--- config.mk ---
export PLATFORM = sky130hd
export DESIGN_NAME = bac_config
export DESIGN_NICKNAME = d
export VERILOG_FILES = /design/src/rtl/bac_config.v
export VERILOG_INCLUDE_DIRS = /design/src /design/src/rtl
export SDC_FILE = /design/constraint.sdc
export NUM_CORES = 1
export LEC_CHECK = 0
export ABC_CLOCK_PERIOD_IN_PS = 5600
export BUFFER_PORTS_ARGS = -buffer_cell sky130_fd_sc_hd__buf_4
export CORE_UTILIZATION = 30
export DETAILED_ROUTE_END_ITERATION = 8
export GPL_TIMING_DRIVEN = 0
export SETUP_SLACK_MARGIN = 0.5
export SLEW_MARGIN = 20
export SYNTH_ARGS = -nofsm -noshare
export SYNTH_HDL_FRONTEND = slang
export SYNTH_SLANG_ARGS = --single-unit
--- constraint.sdc ---
create_clock -name clk_i -period 5.6 [get_ports clk_i]
set_input_delay 0.28 -clock clk_i [delete_from_list [all_inputs] [get_ports clk_i]]
set_output_delay 0.28 -clock clk_i [all_outputs]
set_load 0.005 [all_outputs]
--- src/rtl/bac_defines.vh ---
// Constants for the station address and serial framing loader.
// Assumes a 20 MHz system clock and a 32-bit classic Wishbone register bus.
`ifndef BAC_DEFINES_VH
`define BAC_DEFINES_VH

// ==========================================================================
// Clock and baud rates
`define BAC_CLK_HZ        20000000
`define BAC_BIT_9600      (`BAC_CLK_HZ / 9600)
`define BAC_BIT_19200     (`BAC_CLK_HZ / 19200)
`define BAC_BIT_38400     (`BAC_CLK_HZ / 38400)
`define BAC_BIT_57600     (`BAC_CLK_HZ / 57600)
`define BAC_BIT_76800     (`BAC_CLK_HZ / 76800)
`define BAC_BIT_115200    (`BAC_CLK_HZ / 115200)
`define BAC_RUN_W         15
`define BAC_RUN_MAX       15'h7fff
`define BAC_PULSES        4'h8

// ==========================================================================
// Framing code: [2:0] baud index, [4:3] parity, [5] two stop bits
`define BAC_FR_W          6
`define BAC_FR_BAUD       2:0
`define BAC_FR_PAR        4:3
`define BAC_FR_STOP2      5
`define BAC_BAUD_9600     3'h0
`define BAC_BAUD_19200    3'h1
`define BAC_BAUD_38400    3'h2
`define BAC_BAUD_57600    3'h3
`define BAC_BAUD_76800    3'h4
`define BAC_BAUD_115200   3'h5
`define BAC_PAR_NONE      2'h0
`define BAC_PAR_EVEN      2'h1
`define BAC_PAR_ODD       2'h2
`define BAC_TRY_LAST      2'h2

// ==========================================================================
// Address ranges and option switch positions
`define BAC_BLD_ADR_MIN   8'h00
`define BAC_BLD_ADR_MAX   8'h7f
`define BAC_REG_ADR_MIN   8'h01
`define BAC_REG_ADR_MAX   8'hf7
`define BAC_OPT_MENU      0
`define BAC_OPT_PROTO     1

// ==========================================================================
// Display tags
`define BAC_TXT_ADDR      2'h1
`define BAC_TXT_ERR       2'h2
`define BAC_TXT_NONE      2'h0
`define BAC_TAG_BLD       2'h1
`define BAC_TAG_REG       2'h2

// ==========================================================================
// Register map (byte addresses)
`define BAC_REG_STATUS    4'h0
`define BAC_REG_FRAMING   4'h4
`define BAC_REG_MANUAL    4'h8
`define BAC_MAN_EN        8
`define BAC_ST_VALID      8
`define BAC_ST_PROTO      9
`define BAC_ST_MENU       10
`define BAC_ST_DONE       11
`define BAC_ST_DETECT     12
`define BAC_ST_HALT       13

`endif

--- src/rtl/bac_config.v ---
// Power-up configuration loader: station address, options, framing detection.
// Assumes switches read 1 for ON, an external serial engine reporting messages,
// and a non-volatile store presenting any saved framing from reset onward.
// The serial line idles high and is taken as synchronous to the clock.
//
// Operation
// - Address is sum of ON switch weights, 128 for position 1 down to 1.
// - Building protocol accepts addresses 0 through 127 only.
// - Register protocol accepts addresses 1 through 247 only.
// - Power-up display: address value, address tag, protocol tag secondary.
// - Invalid address: show the value with the error tag.
// - Option position 1 ON permits menu entry, OFF blocks it.
// - Option position 2 ON selects register protocol; position 3 unused.
// - Baud, parity and stop bits are found from bus traffic.
// - Building: 9600 8N1; register: 19200 to 115200, E1, O1 or N2 (the classifier also yields 9600 under register).
// - With a valid address, start watching the bus after power-up.
// - Requests may go unanswered while detection is in progress.
// - Detection ends only on an error-free message to this node.
// - Detected framing is saved and reused at every later start.
// - Detection restarts only after a power cycle.
// - Menu entry needs the enable switch and an attached display.
//
// Design decisions made here: the Wishbone register port and the register addresses.
`include "bac_defines.vh"

module bac_config (
   // Clock and reset
   input  wire        clk_i,
   input  wire        rst_i,
   // Wishbone slave
   input  wire [3:0]  wb_adr_i,
   input  wire [31:0] wb_dat_i,
   input  wire [3:0]  wb_sel_i,
   input  wire        wb_we_i,
   input  wire        wb_cyc_i,
   input  wire        wb_stb_i,
   output reg  [31:0] wb_dat_o,
   output reg         wb_ack_o,
   // Switch banks and display presence
   input  wire [7:0]  address_switch_bank_i,
   input  wire [3:0]  option_switch_bank_i,
   input  wire        display_present_i,
   // Serial line and message engine
   input  wire        rxd_i,
   input  wire        msg_ok_i,
   input  wire        msg_err_i,
   input  wire [7:0]  msg_addr_i,
   // Non-volatile store
   input  wire        nvm_valid_i,
   input  wire [5:0]  nvm_framing_i,
   output reg         nvm_wr_o,
   output reg  [5:0]  nvm_data_o,
   // Configuration and display outputs
   output reg  [7:0]  station_addr_o,
   output reg         register_proto_o,
   output reg         menu_allow_o,
   output reg  [5:0]  framing_o,
   output reg         respond_en_o,
   output reg  [7:0]  disp_value_o,
   output reg  [1:0]  disp_text_o,
   output reg  [1:0]  disp_proto_o
);

   // =======================================================================
   // States
   localparam [7:0] S_SAMPLE = 8'h01;
   localparam [7:0] S_CHECK  = 8'h02;
   localparam [7:0] S_HALT   = 8'h04;
   localparam [7:0] S_BAUD   = 8'h08;
   localparam [7:0] S_TRY    = 8'h10;
   localparam [7:0] S_SAVE   = 8'h20;
   localparam [7:0] S_DONE   = 8'h40;

   reg  [7:0]              state_q;
   reg  [7:0]              addr_q;
   reg  [3:0]              opt_q;
   reg                     valid_q;
   reg  [`BAC_FR_W-1:0]    det_q;
   reg  [1:0]              try_q;
   reg  [`BAC_RUN_W-1:0]   run_q;
   reg  [`BAC_RUN_W-1:0]   min_q;
   reg  [3:0]              pulses_q;
   reg                     rxd_q;
   reg  [8:0]              manual_q;
   reg                     fall_seen_q;

   wire                    reg_proto = opt_q[`BAC_OPT_PROTO];
   wire                    addr_ok;
   wire [`BAC_FR_W-1:0]    cand;
   reg  [2:0]              baud_idx;

   // =======================================================================
   // Address decode and range check
   // The switch bank is wired so position 1 is bit 7, giving binary weights.
   // Address 0 is refused only under the register protocol, 128 to 247 only under the other.
   assign addr_ok = reg_proto ?
      (addr_q >= `BAC_REG_ADR_MIN && addr_q <= `BAC_REG_ADR_MAX) :
      (addr_q <= `BAC_BLD_ADR_MAX);

   // =======================================================================
   // Baud classification from the shortest low run seen on the line
   // Thresholds sit midway between neighbouring bit times.
   // Traffic that never holds a single low bit reads too slow; the trial loop
   // then runs out of candidates and measures the baud again.
   always @* begin
      if (min_q > (`BAC_BIT_9600 + `BAC_BIT_19200) / 2)
         baud_idx = `BAC_BAUD_9600;
      else if (min_q > (`BAC_BIT_19200 + `BAC_BIT_38400) / 2)
         baud_idx = `BAC_BAUD_19200;
      else if (min_q > (`BAC_BIT_38400 + `BAC_BIT_57600) / 2)
         baud_idx = `BAC_BAUD_38400;
      else if (min_q > (`BAC_BIT_57600 + `BAC_BIT_76800) / 2)
         baud_idx = `BAC_BAUD_57600;
      else if (min_q > (`BAC_BIT_76800 + `BAC_BIT_115200) / 2)
         baud_idx = `BAC_BAUD_76800;
      else
         baud_idx = `BAC_BAUD_115200;
   end

   // Register protocol candidates in order: even/1, odd/1, none/2.
   assign cand = reg_proto ?
      {(try_q == `BAC_TRY_LAST),
       (try_q == 2'h0) ? `BAC_PAR_EVEN :
       (try_q == 2'h1) ? `BAC_PAR_ODD : `BAC_PAR_NONE,
       baud_idx} :
      {1'b0, `BAC_PAR_NONE, `BAC_BAUD_9600};

   // =======================================================================
   // Sequencer
   // Detection runs at most once per reset. A framing held in the store skips
   // it, so moving the node to a bus with other framing needs the manual
   // setting or a store that no longer reports a saved framing.
   always @(posedge clk_i) begin
      if (rst_i) begin
         state_q  <= S_SAMPLE;
         addr_q   <= 8'h00;
         opt_q    <= 4'h0;
         valid_q  <= 1'b0;
         det_q    <= {`BAC_FR_W{1'b0}};
         try_q    <= 2'h0;
         run_q    <= {`BAC_RUN_W{1'b0}};
         min_q    <= `BAC_RUN_MAX;
         pulses_q <= 4'h0;
         rxd_q    <= 1'b1;
         fall_seen_q <= 1'b0;
         nvm_wr_o <= 1'b0;
         nvm_data_o <= {`BAC_FR_W{1'b0}};
      end else begin
         rxd_q    <= rxd_i;
         nvm_wr_o <= 1'b0;
         case (state_q)
            S_SAMPLE: begin
               // Switches are caught once here and never again until reset.
               addr_q  <= address_switch_bank_i;
               opt_q   <= option_switch_bank_i;
               state_q <= S_CHECK;
            end
            S_CHECK: begin
               // A saved framing is trusted as it stands; no new save follows.
               valid_q <= addr_ok;
               if (!addr_ok)
                  state_q <= S_HALT;
               else if (nvm_valid_i) begin
                  det_q   <= nvm_framing_i;
                  state_q <= S_DONE;
               end else begin
                  min_q    <= `BAC_RUN_MAX;
                  pulses_q <= 4'h0;
                  try_q    <= 2'h0;
                  fall_seen_q <= 1'b0;
                  state_q  <= reg_proto ? S_BAUD : S_TRY;
               end
            end
            S_BAUD: begin
               // Shortest low run over several pulses is one bit time.
               if (!rxd_i && run_q != `BAC_RUN_MAX)
                  run_q <= run_q + 1'b1;
               // A run already low on entry would measure short, so counting
               // starts only at a falling edge seen in this state.
               if (!rxd_i && rxd_q) begin
                  run_q       <= {{(`BAC_RUN_W-1){1'b0}}, 1'b1};
                  fall_seen_q <= 1'b1;
               end
               if (rxd_i && !rxd_q && fall_seen_q) begin
                  run_q    <= {`BAC_RUN_W{1'b0}};
                  pulses_q <= pulses_q + 1'b1;
                  if (run_q < min_q)
                     min_q <= run_q;
                  if (pulses_q == `BAC_PULSES - 4'h1)
                     state_q <= S_TRY;
               end
            end
            S_TRY: begin
               // A framing error steps to the next candidate; a wrong baud also
               // shows as errors, so the baud is measured again after the last.
               det_q <= cand;
               if (msg_ok_i && msg_addr_i == addr_q)
                  state_q <= S_SAVE;
               else if (msg_err_i && reg_proto) begin
                  if (try_q == `BAC_TRY_LAST) begin
                     try_q    <= 2'h0;
                     min_q    <= `BAC_RUN_MAX;
                     pulses_q <= 4'h0;
                     fall_seen_q <= 1'b0;
                     state_q  <= S_BAUD;
                  end else
                     try_q <= try_q + 2'h1;
               end
            end
            S_SAVE: begin
               nvm_wr_o   <= 1'b1;
               nvm_data_o <= det_q;
               state_q    <= S_DONE;
            end
            S_DONE: state_q <= S_DONE;
            // An invalid address stops here: nothing is detected or saved.
            S_HALT: state_q <= S_HALT;
            default: state_q <= S_SAMPLE;
         endcase
      end
   end

   // =======================================================================
   // Outputs
   always @(posedge clk_i) begin
      if (rst_i) begin
         station_addr_o   <= 8'h00;
         register_proto_o <= 1'b0;
         menu_allow_o     <= 1'b0;
         framing_o        <= {`BAC_FR_W{1'b0}};
         respond_en_o     <= 1'b0;
         disp_value_o     <= 8'h00;
         disp_text_o      <= `BAC_TXT_NONE;
         disp_proto_o     <= `BAC_TAG_BLD;
      end else begin
         station_addr_o   <= addr_q;
         register_proto_o <= reg_proto;
         // The menu gate follows the display pin live; the switch is latched.
         menu_allow_o     <= opt_q[`BAC_OPT_MENU] && display_present_i;
         // A manual setting overrides detection for unsupported framings.
         framing_o        <= manual_q[`BAC_MAN_EN] ? manual_q[`BAC_FR_W-1:0] : det_q;
         // Requests go unanswered until a framing is settled.
         respond_en_o     <= (state_q == S_DONE) || manual_q[`BAC_MAN_EN];
         disp_value_o     <= addr_q;
         disp_proto_o     <= reg_proto ? `BAC_TAG_REG : `BAC_TAG_BLD;
         // No tag is shown until the sampled address has been checked.
         if (state_q == S_SAMPLE)
            disp_text_o <= `BAC_TXT_NONE;
         else if (state_q == S_CHECK)
            disp_text_o <= addr_ok ? `BAC_TXT_ADDR : `BAC_TXT_ERR;
         else
            disp_text_o <= valid_q ? `BAC_TXT_ADDR : `BAC_TXT_ERR;
      end
   end

   // =======================================================================
   // Wishbone slave: ack one cycle after the request, write on the ack edge.
   // The master must drop cyc or stb after the ack: a request held past it is
   // answered again, and a held write then lands twice.
   wire        req = wb_cyc_i && wb_stb_i;
   reg  [31:0] rd_d;

   always @* begin
      rd_d = 32'h00000000;
      // Reads have no side effects, so a repeated read is harmless.
      case (wb_adr_i)
         `BAC_REG_STATUS: begin
            rd_d[7:0]            = addr_q;
            rd_d[`BAC_ST_VALID]  = valid_q;
            rd_d[`BAC_ST_PROTO]  = reg_proto;
            rd_d[`BAC_ST_MENU]   = menu_allow_o;
            rd_d[`BAC_ST_DONE]   = (state_q == S_DONE);
            rd_d[`BAC_ST_DETECT] = (state_q == S_BAUD) || (state_q == S_TRY);
            rd_d[`BAC_ST_HALT]   = (state_q == S_HALT);
         end
         `BAC_REG_FRAMING: rd_d[`BAC_FR_W-1:0] = det_q;
         `BAC_REG_MANUAL:  rd_d[8:0] = manual_q;
         default: rd_d = 32'h00000000;
      endcase
   end

   always @(posedge clk_i) begin
      if (rst_i) begin
         wb_ack_o <= 1'b0;
         wb_dat_o <= 32'h00000000;
         manual_q <= 9'h000;
      end else begin
         wb_ack_o <= req && !wb_ack_o;
         if (req && !wb_ack_o)
            wb_dat_o <= rd_d;
         // Only the framing bits and the enable bit are kept; other bits read 0.
         if (req && wb_ack_o && wb_we_i && wb_adr_i == `BAC_REG_MANUAL) begin
            if (wb_sel_i[0])
               manual_q[7:0] <= {2'h0, wb_dat_i[`BAC_FR_W-1:0]};
            if (wb_sel_i[1])
               manual_q[8] <= wb_dat_i[`BAC_MAN_EN];
         end
      end
   end

endmodule

==> impl_metrics.yaml, run 1 <==
global_routing:
  grt_pass1_vias: 4677
  grt_max_degree: 20
  grt_pass1_wl_um: 25000
  grt_overflow: 0
  grt_use_total: 0.164
  antenna_found_initial: 0
setup_path:
  startpoint_type: "register"
  crit_required_ps: 5830
  worstSetupEndpoint: "min_q[9]$_SDFFE_PP1P_"
  cp_max_fo: 10
  r2r_cells: 9
  critPathKind: "reg -> reg"
  reg2reg_slack_ps: 2760
  r2r-end: "min_q[9]$_SDFFE_PP1P_"
  cp-end-kind: "register"
  cp.arrival_ps: 3070
  crit_start: "min_q[6]$_SDFFE_PP1P_"
  timing.rr.start: "min_q[6]$_SDFFE_PP1P_"
yosys:
  netlist_area_um2: 5690
  synth_ff_type: "dfxtp_1"
  synth_mux_area_frac: 0.0528
  synth-seq-cells: 111
  synth.distinct_cells: 70
  synth_edf_count: 0
  netlist_instances: 661
  synth-simple-area-share: 0.204
  ys_seq_area_frac: 0.391
  synth_top_area_frac: 0.391
  synth_top_family_by_area: "compound AO/OA/AOI/OAI gates"
  synth_xor_area_frac: 0.0154
  yosys.area.top_type: "dfxtp_1"
  async_reset_ff_frac: 0
  synthAdderAreaFrac: 0.0352
  yosysWarnings: 0
  synth.area.top_cells: "dfxtp_1 39%, mux2i_1 5.3%, nor2_1 5.1%"
  syn-mean-instance-area_um2: 8.61
  synth_compound_area_frac: 0.209
final_layout:
  design_area_um2: 7140
  final_util: 0.391
  fin_cells: 1020
  n_fill_cell: 1847
  area_growth_pct: 25.5
  seq_area_um2: 2220
  diodes: 0
  nNetsFinal: 878
  drive_above_1_share: 0.225
  multi_input_comb_area_um2: 3010
  final_common_cell: "buf_4"
  layout_common_cells: "125 x buf_4, 111 x dfxtp_1, 77 x nor2_1"
placement:
  place_ws_ps: 2830
  place_hpwl_um: 12000
  dp_cells: 1004
  routabilityCongestion: 0.858
  place_area_um2: 6770
  portBuffers: 97
route:
  num_vias: 5141
  wirelength_um: 15900
  first_pass_iters: 5
  via_per_inst: 5.04
  wire_per_inst_um: 15.6
  antenna_left: 0
  drt_drc_violations_left: 0
  drt_iter0_drc: 358
timing:
  relSlewSlack: 0.375
  final-max-slew-violation-count: 0
  finalCritPeriodShare: 0.508
  grt_setup_unrepaired: "no"
  finalSetupViolations: 0
  finClkSkew_ps: 5.60
  period_minus_slack_ps: 2840
  hold_viol_final: 0
  tns_ps: 0
  fmax_mhz: 352
  setup_ws_ps: 2760
  holdWs_ps: 148
  worstMarginPinSlew_ps: 930
clock_tree:
  postCtsSetupBuffers: 0
  clk_path_buf_depth: 2
  clk_pin_slew_ps: 80
  h-tree-depth: 3
  cts_sinks: 111
  cts_buffers: 9
  cts_hold_buf: 0
  cts_resized: 0
  cts_tree: "done"
  clk_latency_ps: 360
  cts_root_buf: "clkbuf_16"
power_and_ir_drop:
  power_per_cell_area_nw_per_um2: 281
  power_leakage_nw: 3.12
  irDropWorstVdd_mv: 0.130
  power.total_mw: 2.00
floorplan:
  fp-row-count: 49
  start_util: 0.311
  dieArea_um2: 19500
  die_h_um: 140
  core_um2: 18300
  die_w_um: 140
  ios: 145
outcome:
  status: "finished clean"
run:
  max_cap_violations: 0
min_path:
  hold_path.class: "in -> reg"
-- per-layer routing --
metal	wire length, um	vias to the layer above	track usage
met4	233	0	0.0578
met1	7640	2417	0.228
met5	0	-	0
li1	-	2590	-
met3	591	15	0.0231
met2	7420	119	0.258
-- critical path: stages, from the launching register on --
cell      delay [ps]
dfxtp_1          420
inv_1            110
ha_1             300
and3_1           200
a221o_1          290
a31oi_1          320
nor4b_2          170
clkbuf_1         270
o41ai_1          520
o211ai_2         130
-- sequential cells by signal, summed over array words and instances (netlist names), 2 cells and up --
signal,count
nvm_data_o,6
opt_q,2
state_q,7
try_q,2
det_q,6
wb_dat_o,14
pulses_q,4
manual_q,7
disp_text_o,2
run_q,15
addr_q,8
min_q,15
framing_o,6
disp_value_o,8
-- power breakdown --
group / total (mW) / switching (mW) / leakage (nW) / internal, mW
sequential: 0.883 / 0.0504 / 0.901 / 0.832
combinational: 0.339 / 0.178 / 2.04 / 0.161
clock: 0.782 / 0.324 / 0.178 / 0.458
total: 2.00 / 0.552 / 3.12 / 1.45
-- area by class of cell --
cell class                 count  area share
buffer                        65      0.0536
clock inverter                 6      0.0177
sequential                   111       0.311
inverter                      38      0.0200
multi-input combinational    464       0.422
clock buffer                  10      0.0335
timing repair buffer          97       0.102
tap                          229      0.0401
-- cell usage after synthesis (all sizes together), types with 8 or more instances --
library cell  instances
dfxtp               111
nor2                 77
nand2                50
buf                  43
inv                  38
a21oi                33
mux2i                30
o21ai                28
clkbuf               22
a31oi                18
nand3                18
o211ai               17
ha                   16
o41ai                16
nor3                 15
nor2b                12
a22oi                11
xor2                  9
nor4                  8
-- how the worst min path moves through the flow --
| stage | cells after the start | slack, ps | from | end |
|---|---|---|---|---|
| final | 2 | 150 | rxd_i | rxd_q$_SDFF_PP1_ |
| after global routing | 2 | 150 | rxd_i | rxd_q$_SDFF_PP1_ |
| after CTS | 3 | 140 | wb_dat_i[1] | manual_q[1]$_SDFFE_PP0P_ |
| after detailed placement | 2 | 450 | nvm_data_o[2]$_SDFFE_PP0P_ | nvm_data_o[2]$_SDFFE_PP0P_ |
| after global placement | 2 | 450 | nvm_data_o[1]$_SDFFE_PP0P_ | nvm_data_o[1]$_SDFFE_PP0P_ |
| after floorplan | 1 | 390 | rxd_i | rxd_q$_SDFF_PP1_ |
-- logic make-up after synthesis --
| family | Yosys count |
|---|---|
| xor gates and xnor gates | 10 |
| adders and majority gates | 16 |
| muxes | 30 |
| buffers and inverters | 103 |
| DFF | 111 |
| and+or+nand+nor | 227 |
| other | 1 |
| AOI/OAI and AO/OA | 163 |
Power figures use the tool's default switching activity.
==> run 2: changes to the inputs <==
--- a/config.mk
+++ b/config.mk
@@ -6,7 +6,7 @@
 export SDC_FILE = /design/constraint.sdc
 export NUM_CORES = 1
 export LEC_CHECK = 0
-export ABC_CLOCK_PERIOD_IN_PS = 5600
+export ABC_CLOCK_PERIOD_IN_PS = 2520
 export BUFFER_PORTS_ARGS = -buffer_cell sky130_fd_sc_hd__buf_4
 export CORE_UTILIZATION = 30
 export DETAILED_ROUTE_END_ITERATION = 8
==> constraint.sdc (replaced) <==
create_clock -name clk_i -period 2.52 [get_ports clk_i]
set_input_delay 0.126 -clock clk_i [delete_from_list [all_inputs] [get_ports clk_i]]
set_output_delay 0.126 -clock clk_i [all_outputs]
set_load 0.005 [all_outputs]
==> run 2 against run 1 <==
- worst hold slack worse by 140 ps
- total power is 130% higher
- critical path depth grew 1
- critical path type unchanged
- die area stayed put
- largest power group unchanged
- clock skew up 6.8 ps
- combinational power rose to 3.2 times the previous value
- largest cell class unchanged
==> impl_metrics.yaml, run 2 (synthesis gave the netlist of run 1 again) <==
setup_path:
  critPathMaxStageDelay_ps: 420
  cp.arrival_ps: 2650
  cp_max_fo: 5
  cp-end-kind: "register"
  critPathKind: "reg -> reg"
  startpoint_type: "register"
  crit_required_ps: 2800
  cp_slowest_cell: "or4_4"
  crit_chain: "inv_4 > ha_4 > a21o_1 > a221o_1 > a31oi_4 > nor4_4 > or4_4 > buf_6 > buf_12 > o211ai_2"
placement:
  dp_cells: 1004
  place_hpwl_um: 12200
  portBuffers: 97
  routabilityCongestion: 0.820
route:
  drt_iter0_drc: 368
  wirelength_um: 18300
  drt_drc_violations_left: 0
  first_pass_iters: 5
  antenna_left: 0
  wire_per_inst_um: 16.8
  num_vias: 5581
  via_per_inst: 5.12
timing:
  finClkSkew_ps: 12.4
  hold_viol_final: 0
  finalCritPeriodShare: 0.938
  tns_ps: 0
  worstMarginPinSlew_ps: 675
  grt_setup_unrepaired: "yes"
  finalSetupViolations: 0
  relSlewSlack: 0.549
  fmax_mhz: 423
  period_minus_slack_ps: 2360
  final-max-slew-violation-count: 0
global_routing:
  grt_overflow: 0
  met1_usage: 0.243
  grt-busiest-layer: "met2"
  use_met3: 0.0262
  antenna_found_initial: 0
  grt_pass1_vias: 4956
  grt_max_degree: 22
  grt_pass1_wl_um: 27000
  grt.met2_usage: 0.285
  grt_use_total: 0.177
final_layout:
  multi_input_comb_area_um2: 3700
  layout_common_cells: "168 x buf_4, 80 x dfxtp_1, 71 x nor2_1"
  final_common_cell: "buf_4"
  area_growth_pct: 50.4
  n_fill_cell: 1710
  nNetsFinal: 948
  drive_above_1_share: 0.415
  fin_cells: 1090
  diodes: 0
  top_regs: "min_q (15), run_q (15), wb_dat_o (14)"
  seq_area_um2: 2290
clock_tree:
  cts_buffers: 9
  cts_sinks: 111
  clk_latency_ps: 360
  cts_root_buf: "clkbuf_16"
  cts_tree: "done"
  clk_path_buf_depth: 2
  clk_pin_slew_ps: 80
  h-tree-depth: 3
power_and_ir_drop:
  p_int_mw: 3.11
  combPwrFrac: 0.237
  irDropWorstVdd_mv: 0.322
  power_per_cell_area_nw_per_um2: 527
  clkPwrFrac: 0.326
  pwr-share-seq: 0.438
  sw_frac_of_total: 0.311
  power_leakage_nw: 3.70
  power.switching_mw: 1.40
floorplan:
  start_util: 0.311
  dieArea_um2: 19500
  die_w_um: 140
  die_h_um: 140
  fp-row-count: 49
  core_um2: 18300
  ios: 145
outcome:
  status: "finished clean"
min_path:
  hold_path.class: "in -> reg"
run:
  max_cap_violations: 0
## run 2: final cells by class
class                      instances  share of cell area
multi-input combinational        464               0.432
sequential                       111               0.268
timing repair buffer             167               0.160
buffer                            65              0.0537
tap                              229              0.0335
clock buffer                       9              0.0263
inverter                          38              0.0173
clock inverter                     7             0.00878
## run 2: worst paths after layout
check                                                start                    endpoint  slack, ps  cells after the start
worst max-delay path                 min_q[5]$_SDFFE_PP1P_       min_q[8]$_SDFFE_PP1P_        160                     10
worst min-delay path                           wb_dat_i[4]    manual_q[4]$_SDFFE_PP0P_         10                      3
worst max register to register       min_q[5]$_SDFFE_PP1P_       min_q[8]$_SDFFE_PP1P_        160                     10
worst min register to register  nvm_data_o[5]$_SDFFE_PP0P_  nvm_data_o[5]$_SDFFE_PP0P_        460                      2
## run 2: power groups by stage
stage	registers, mW	logic [mW]	clock network, mW
after floorplan	1.97	0.544	0
after global placement	2.01	0.779	0
after detailed placement	2.01	0.788	0
after CTS	1.96	0.911	1.50
after global routing	1.99	1.16	1.56
final	1.97	1.07	1.47
## run 2: what timing repair did
item | CTS | global route
endpoints found under the setup margin | 61 | 57
hold buffers | 16 | 0
gates cloned | 2 | 1
buffers inserted | 22 | 29
resized for setup | 62 | 115
endpoints found under the hold margin | 16 | 0
pin swaps | 10 | 31
## run 2: critical path: cells and delay by family, from the launching register on
kind | cells | cell delay (ps)
compound gates | 4 | 900
fa+ha+maj | 1 | 200
buf+inv | 3 | 320
flops | 1 | 370
simple gates | 2 | 490
## run 2: layer usage
layer / wire length (um) / vias to the layer above
met5: 0 / -
met4: 359 / 0
met3: 639 / 26
met2: 8900 / 133
met1: 8430 / 2700
li1: - / 2722
## run 2: through the flow
stage	util	hold WS [ps]	power [mW]	instance area [um^2]	worst slack (ps)
after floorplan	-	233	2.51	5920	279
after global placement	0.379	351	2.79	6930	50.9
after detailed placement	0.379	363	2.79	6930	60.6
after CTS	0.432	3.55	4.37	7890	203
after global routing	0.468	12.4	4.71	8550	57.9
final	0.468	11.6	4.51	8550	155
==> run 3: changes to the inputs <==
--- a/config.mk
+++ b/config.mk
@@ -8,9 +8,10 @@
 export LEC_CHECK = 0
 export ABC_CLOCK_PERIOD_IN_PS = 2520
 export BUFFER_PORTS_ARGS = -buffer_cell sky130_fd_sc_hd__buf_4
-export CORE_UTILIZATION = 30
+export CORE_UTILIZATION = 45
 export DETAILED_ROUTE_END_ITERATION = 8
 export GPL_TIMING_DRIVEN = 0
+export PLACE_DENSITY = 0.72
 export SETUP_SLACK_MARGIN = 0.5
 export SLEW_MARGIN = 20
 export SYNTH_ARGS = -nofsm -noshare
==> run 3 against run 2 <==
- the flow now finishes with violations (negative hold slack)
- combinational power about the same
- critical path depth fell by 1
- largest power group unchanged
- largest cell class unchanged
- non-clock buffer count fell by 10
- count of clock-buffer cells in the layout rose by 1
- worst hold slack worse by 14 ps
- wire length up 4.1%
- clock skew down 3.9 ps
- die area decreased by 33%
- design area is 1.6% lower
- via count rose by 6.8%
- sequential share of layout area increased by 0.46 points
==> impl_metrics.yaml, run 3 (synthesis gave the netlist of run 1 again) <==
outcome:
  status: "finished, violations left"
  violations: "negative hold slack"
final_layout:
  multi_input_comb_area_um2: 3720
  design_area_um2: 8420
  final_common_cell: "buf_4"
  seq_area_um2: 2290
  diodes: 0
  nNetsFinal: 938
  n_fill_cell: 863
  drive_above_1_share: 0.409
  fin_cells: 1019
  area_growth_pct: 48.0
  layout_common_cells: "170 x buf_4, 81 x dfxtp_1, 74 x nor2_1"
  top_regs: "min_q (15), run_q (15), wb_dat_o (14)"
clock_tree:
  cts_sinks: 111
  clk_pin_slew_ps: 80
  h-tree-depth: 3
  clk_path_buf_depth: 2
  cts_tree: "done"
  cts_buffers: 9
  cts_root_buf: "clkbuf_16"
  clk_latency_ps: 360
timing:
  period_minus_slack_ps: 2490
  worstMarginPinSlew_ps: 761
  final-max-slew-violation-count: 0
  fmax_mhz: 402
  finalCritPeriodShare: 0.986
  hold_viol_final: 1
  relSlewSlack: 0.492
  tns_ps: 0
  holdWs_ps: -2.06
  grt_setup_unrepaired: "yes"
  finClkSkew_ps: 8.41
  finalSetupViolations: 0
setup_path:
  reg2reg_slack_ps: 30
  timing.rr.start: "run_q[6]$_SDFFE_PP0P_"
  critPathKind: "reg -> reg"
  r2r-end: "min_q[1]$_SDFFE_PP1P_"
  r2r_cells: 9
  startpoint_type: "register"
  cp.arrival_ps: 2700
  crit_required_ps: 2730
  cp-end-kind: "register"
  cp_max_fo: 7
global_routing:
  grt_overflow: 0
  grt_pass1_vias: 5422
  grt_use_total: 0.263
  antenna_found_initial: 0
  grt_max_degree: 20
  grt_pass1_wl_um: 26800
floorplan:
  dieArea_um2: 13100
  ios: 145
  start_util: 0.468
  die_w_um: 114
  fp-row-count: 40
  die_h_um: 114
  core_um2: 12200
route:
  drt_iter0_drc: 628
  wirelength_um: 19100
  via_per_inst: 5.85
  antenna_left: 0
  wire_per_inst_um: 18.7
  num_vias: 5959
  drt_drc_violations_left: 0
  first_pass_iters: 5
min_path:
  hold_end: "addr_q[3]$_SDFFE_PP0P_"
  hp-start: "address_switch_bank_i[3]"
  hold_path.class: "in -> reg"
  hold_depth: 3
power_and_ir_drop:
  clkPwrFrac: 0.328
  sw_frac_of_total: 0.303
  pwr-share-seq: 0.432
  combPwrFrac: 0.240
  power.switching_mw: 1.39
  power_per_cell_area_nw_per_um2: 544
  p_int_mw: 3.19
  irDropWorstVdd_mv: 0.356
  power_leakage_nw: 3.64
placement:
  place_area_um2: 6860
  place_hpwl_um: 11900
  dp_cells: 943
  routabilityCongestion: 0.876
  portBuffers: 97
run:
  max_cap_violations: 0
## run 3: changes by cell type in the layout (fill, tap and decap cells not counted), sizes merged
cell	delta
bufinv	+1
buf	-1
clkinvlp	+1
clkbuf	+3
dlygate4sd3	-11
clkinv	-3
## run 3: power groups by stage
stage / Clock (mW) / Sequential (mW) / Combinational (mW)
floorplan: 0 / 1.97 / 0.544
global placement: 0 / 2.00 / 0.755
detailed placement: 0 / 2.01 / 0.781
CTS: 1.50 / 1.95 / 0.909
global route: 1.57 / 1.99 / 1.17
finish: 1.50 / 1.98 / 1.10
## run 3: worst max-delay path by stage
stage                                from                     to  cells past startpoint
finish              run_q[6]$_SDFFE_PP0P_  min_q[1]$_SDFFE_PP1P_                      9
CTS                 min_q[5]$_SDFFE_PP1P_  min_q[9]$_SDFFE_PP1P_                     10
global placement    min_q[6]$_SDFFE_PP1P_  min_q[4]$_SDFFE_PP1P_                      9
floorplan           min_q[9]$_SDFFE_PP1P_  min_q[5]$_SDFFE_PP1P_                     10
global route        run_q[6]$_SDFFE_PP0P_  min_q[1]$_SDFFE_PP1P_                      9
detailed placement  min_q[6]$_SDFFE_PP1P_  min_q[4]$_SDFFE_PP1P_                      9
## run 3: what timing repair did
item / in CTS / in global routing
hold endpoints to repair: 5 / 0
gates cloned: 3 / 1
pin swaps: 11 / 44
gates resized for setup: 62 / 110
hold buffers: 5 / 0
setup buffers: 23 / 28
setup endpoints to repair: 48 / 56
## run 3: critical path, stage by stage (launching register included)
cell and delay, ps:
dfxtp_4 380, ha_4 240, and3_4 180, a221o_1 360, a31oi_4 220, buf_6 130
nor4b_4 60, buf_4 160, o41ai_1 430, o211ai_1 180
## run 3: layout make-up
type / count / share of cell area
clock inverters: 6 / 0.00922
inverters: 38 / 0.0175
clock buffers: 10 / 0.0272
repair buffers: 157 / 0.151
flip-flops and latches: 111 / 0.272
multi-input cells: 464 / 0.442
well taps: 168 / 0.0250
plain buffers: 65 / 0.0553
## run 3: metrics by stage
stage               hold slack, ps  utilization  setup WS, ps  total power, mW
CTS                          0.487        0.635           199             4.36
global placement               354        0.564          80.4             2.76
detailed placement             358        0.564          5.72             2.79
floorplan                      233            -           279             2.51
finish                       -2.06        0.692          34.3             4.58
global route                  6.53        0.692          15.9             4.73
## run 3: per-layer routing
layer	part of all wire	track usage	wire [um]	vias to the layer above
met5	0	0	0	-
met4	0.030	0.102	565	0
met3	0.078	0.0307	1490	66
met2	0.48	0.436	9140	334
met1	0.41	0.350	7880	2842
li1	-	-	-	2717
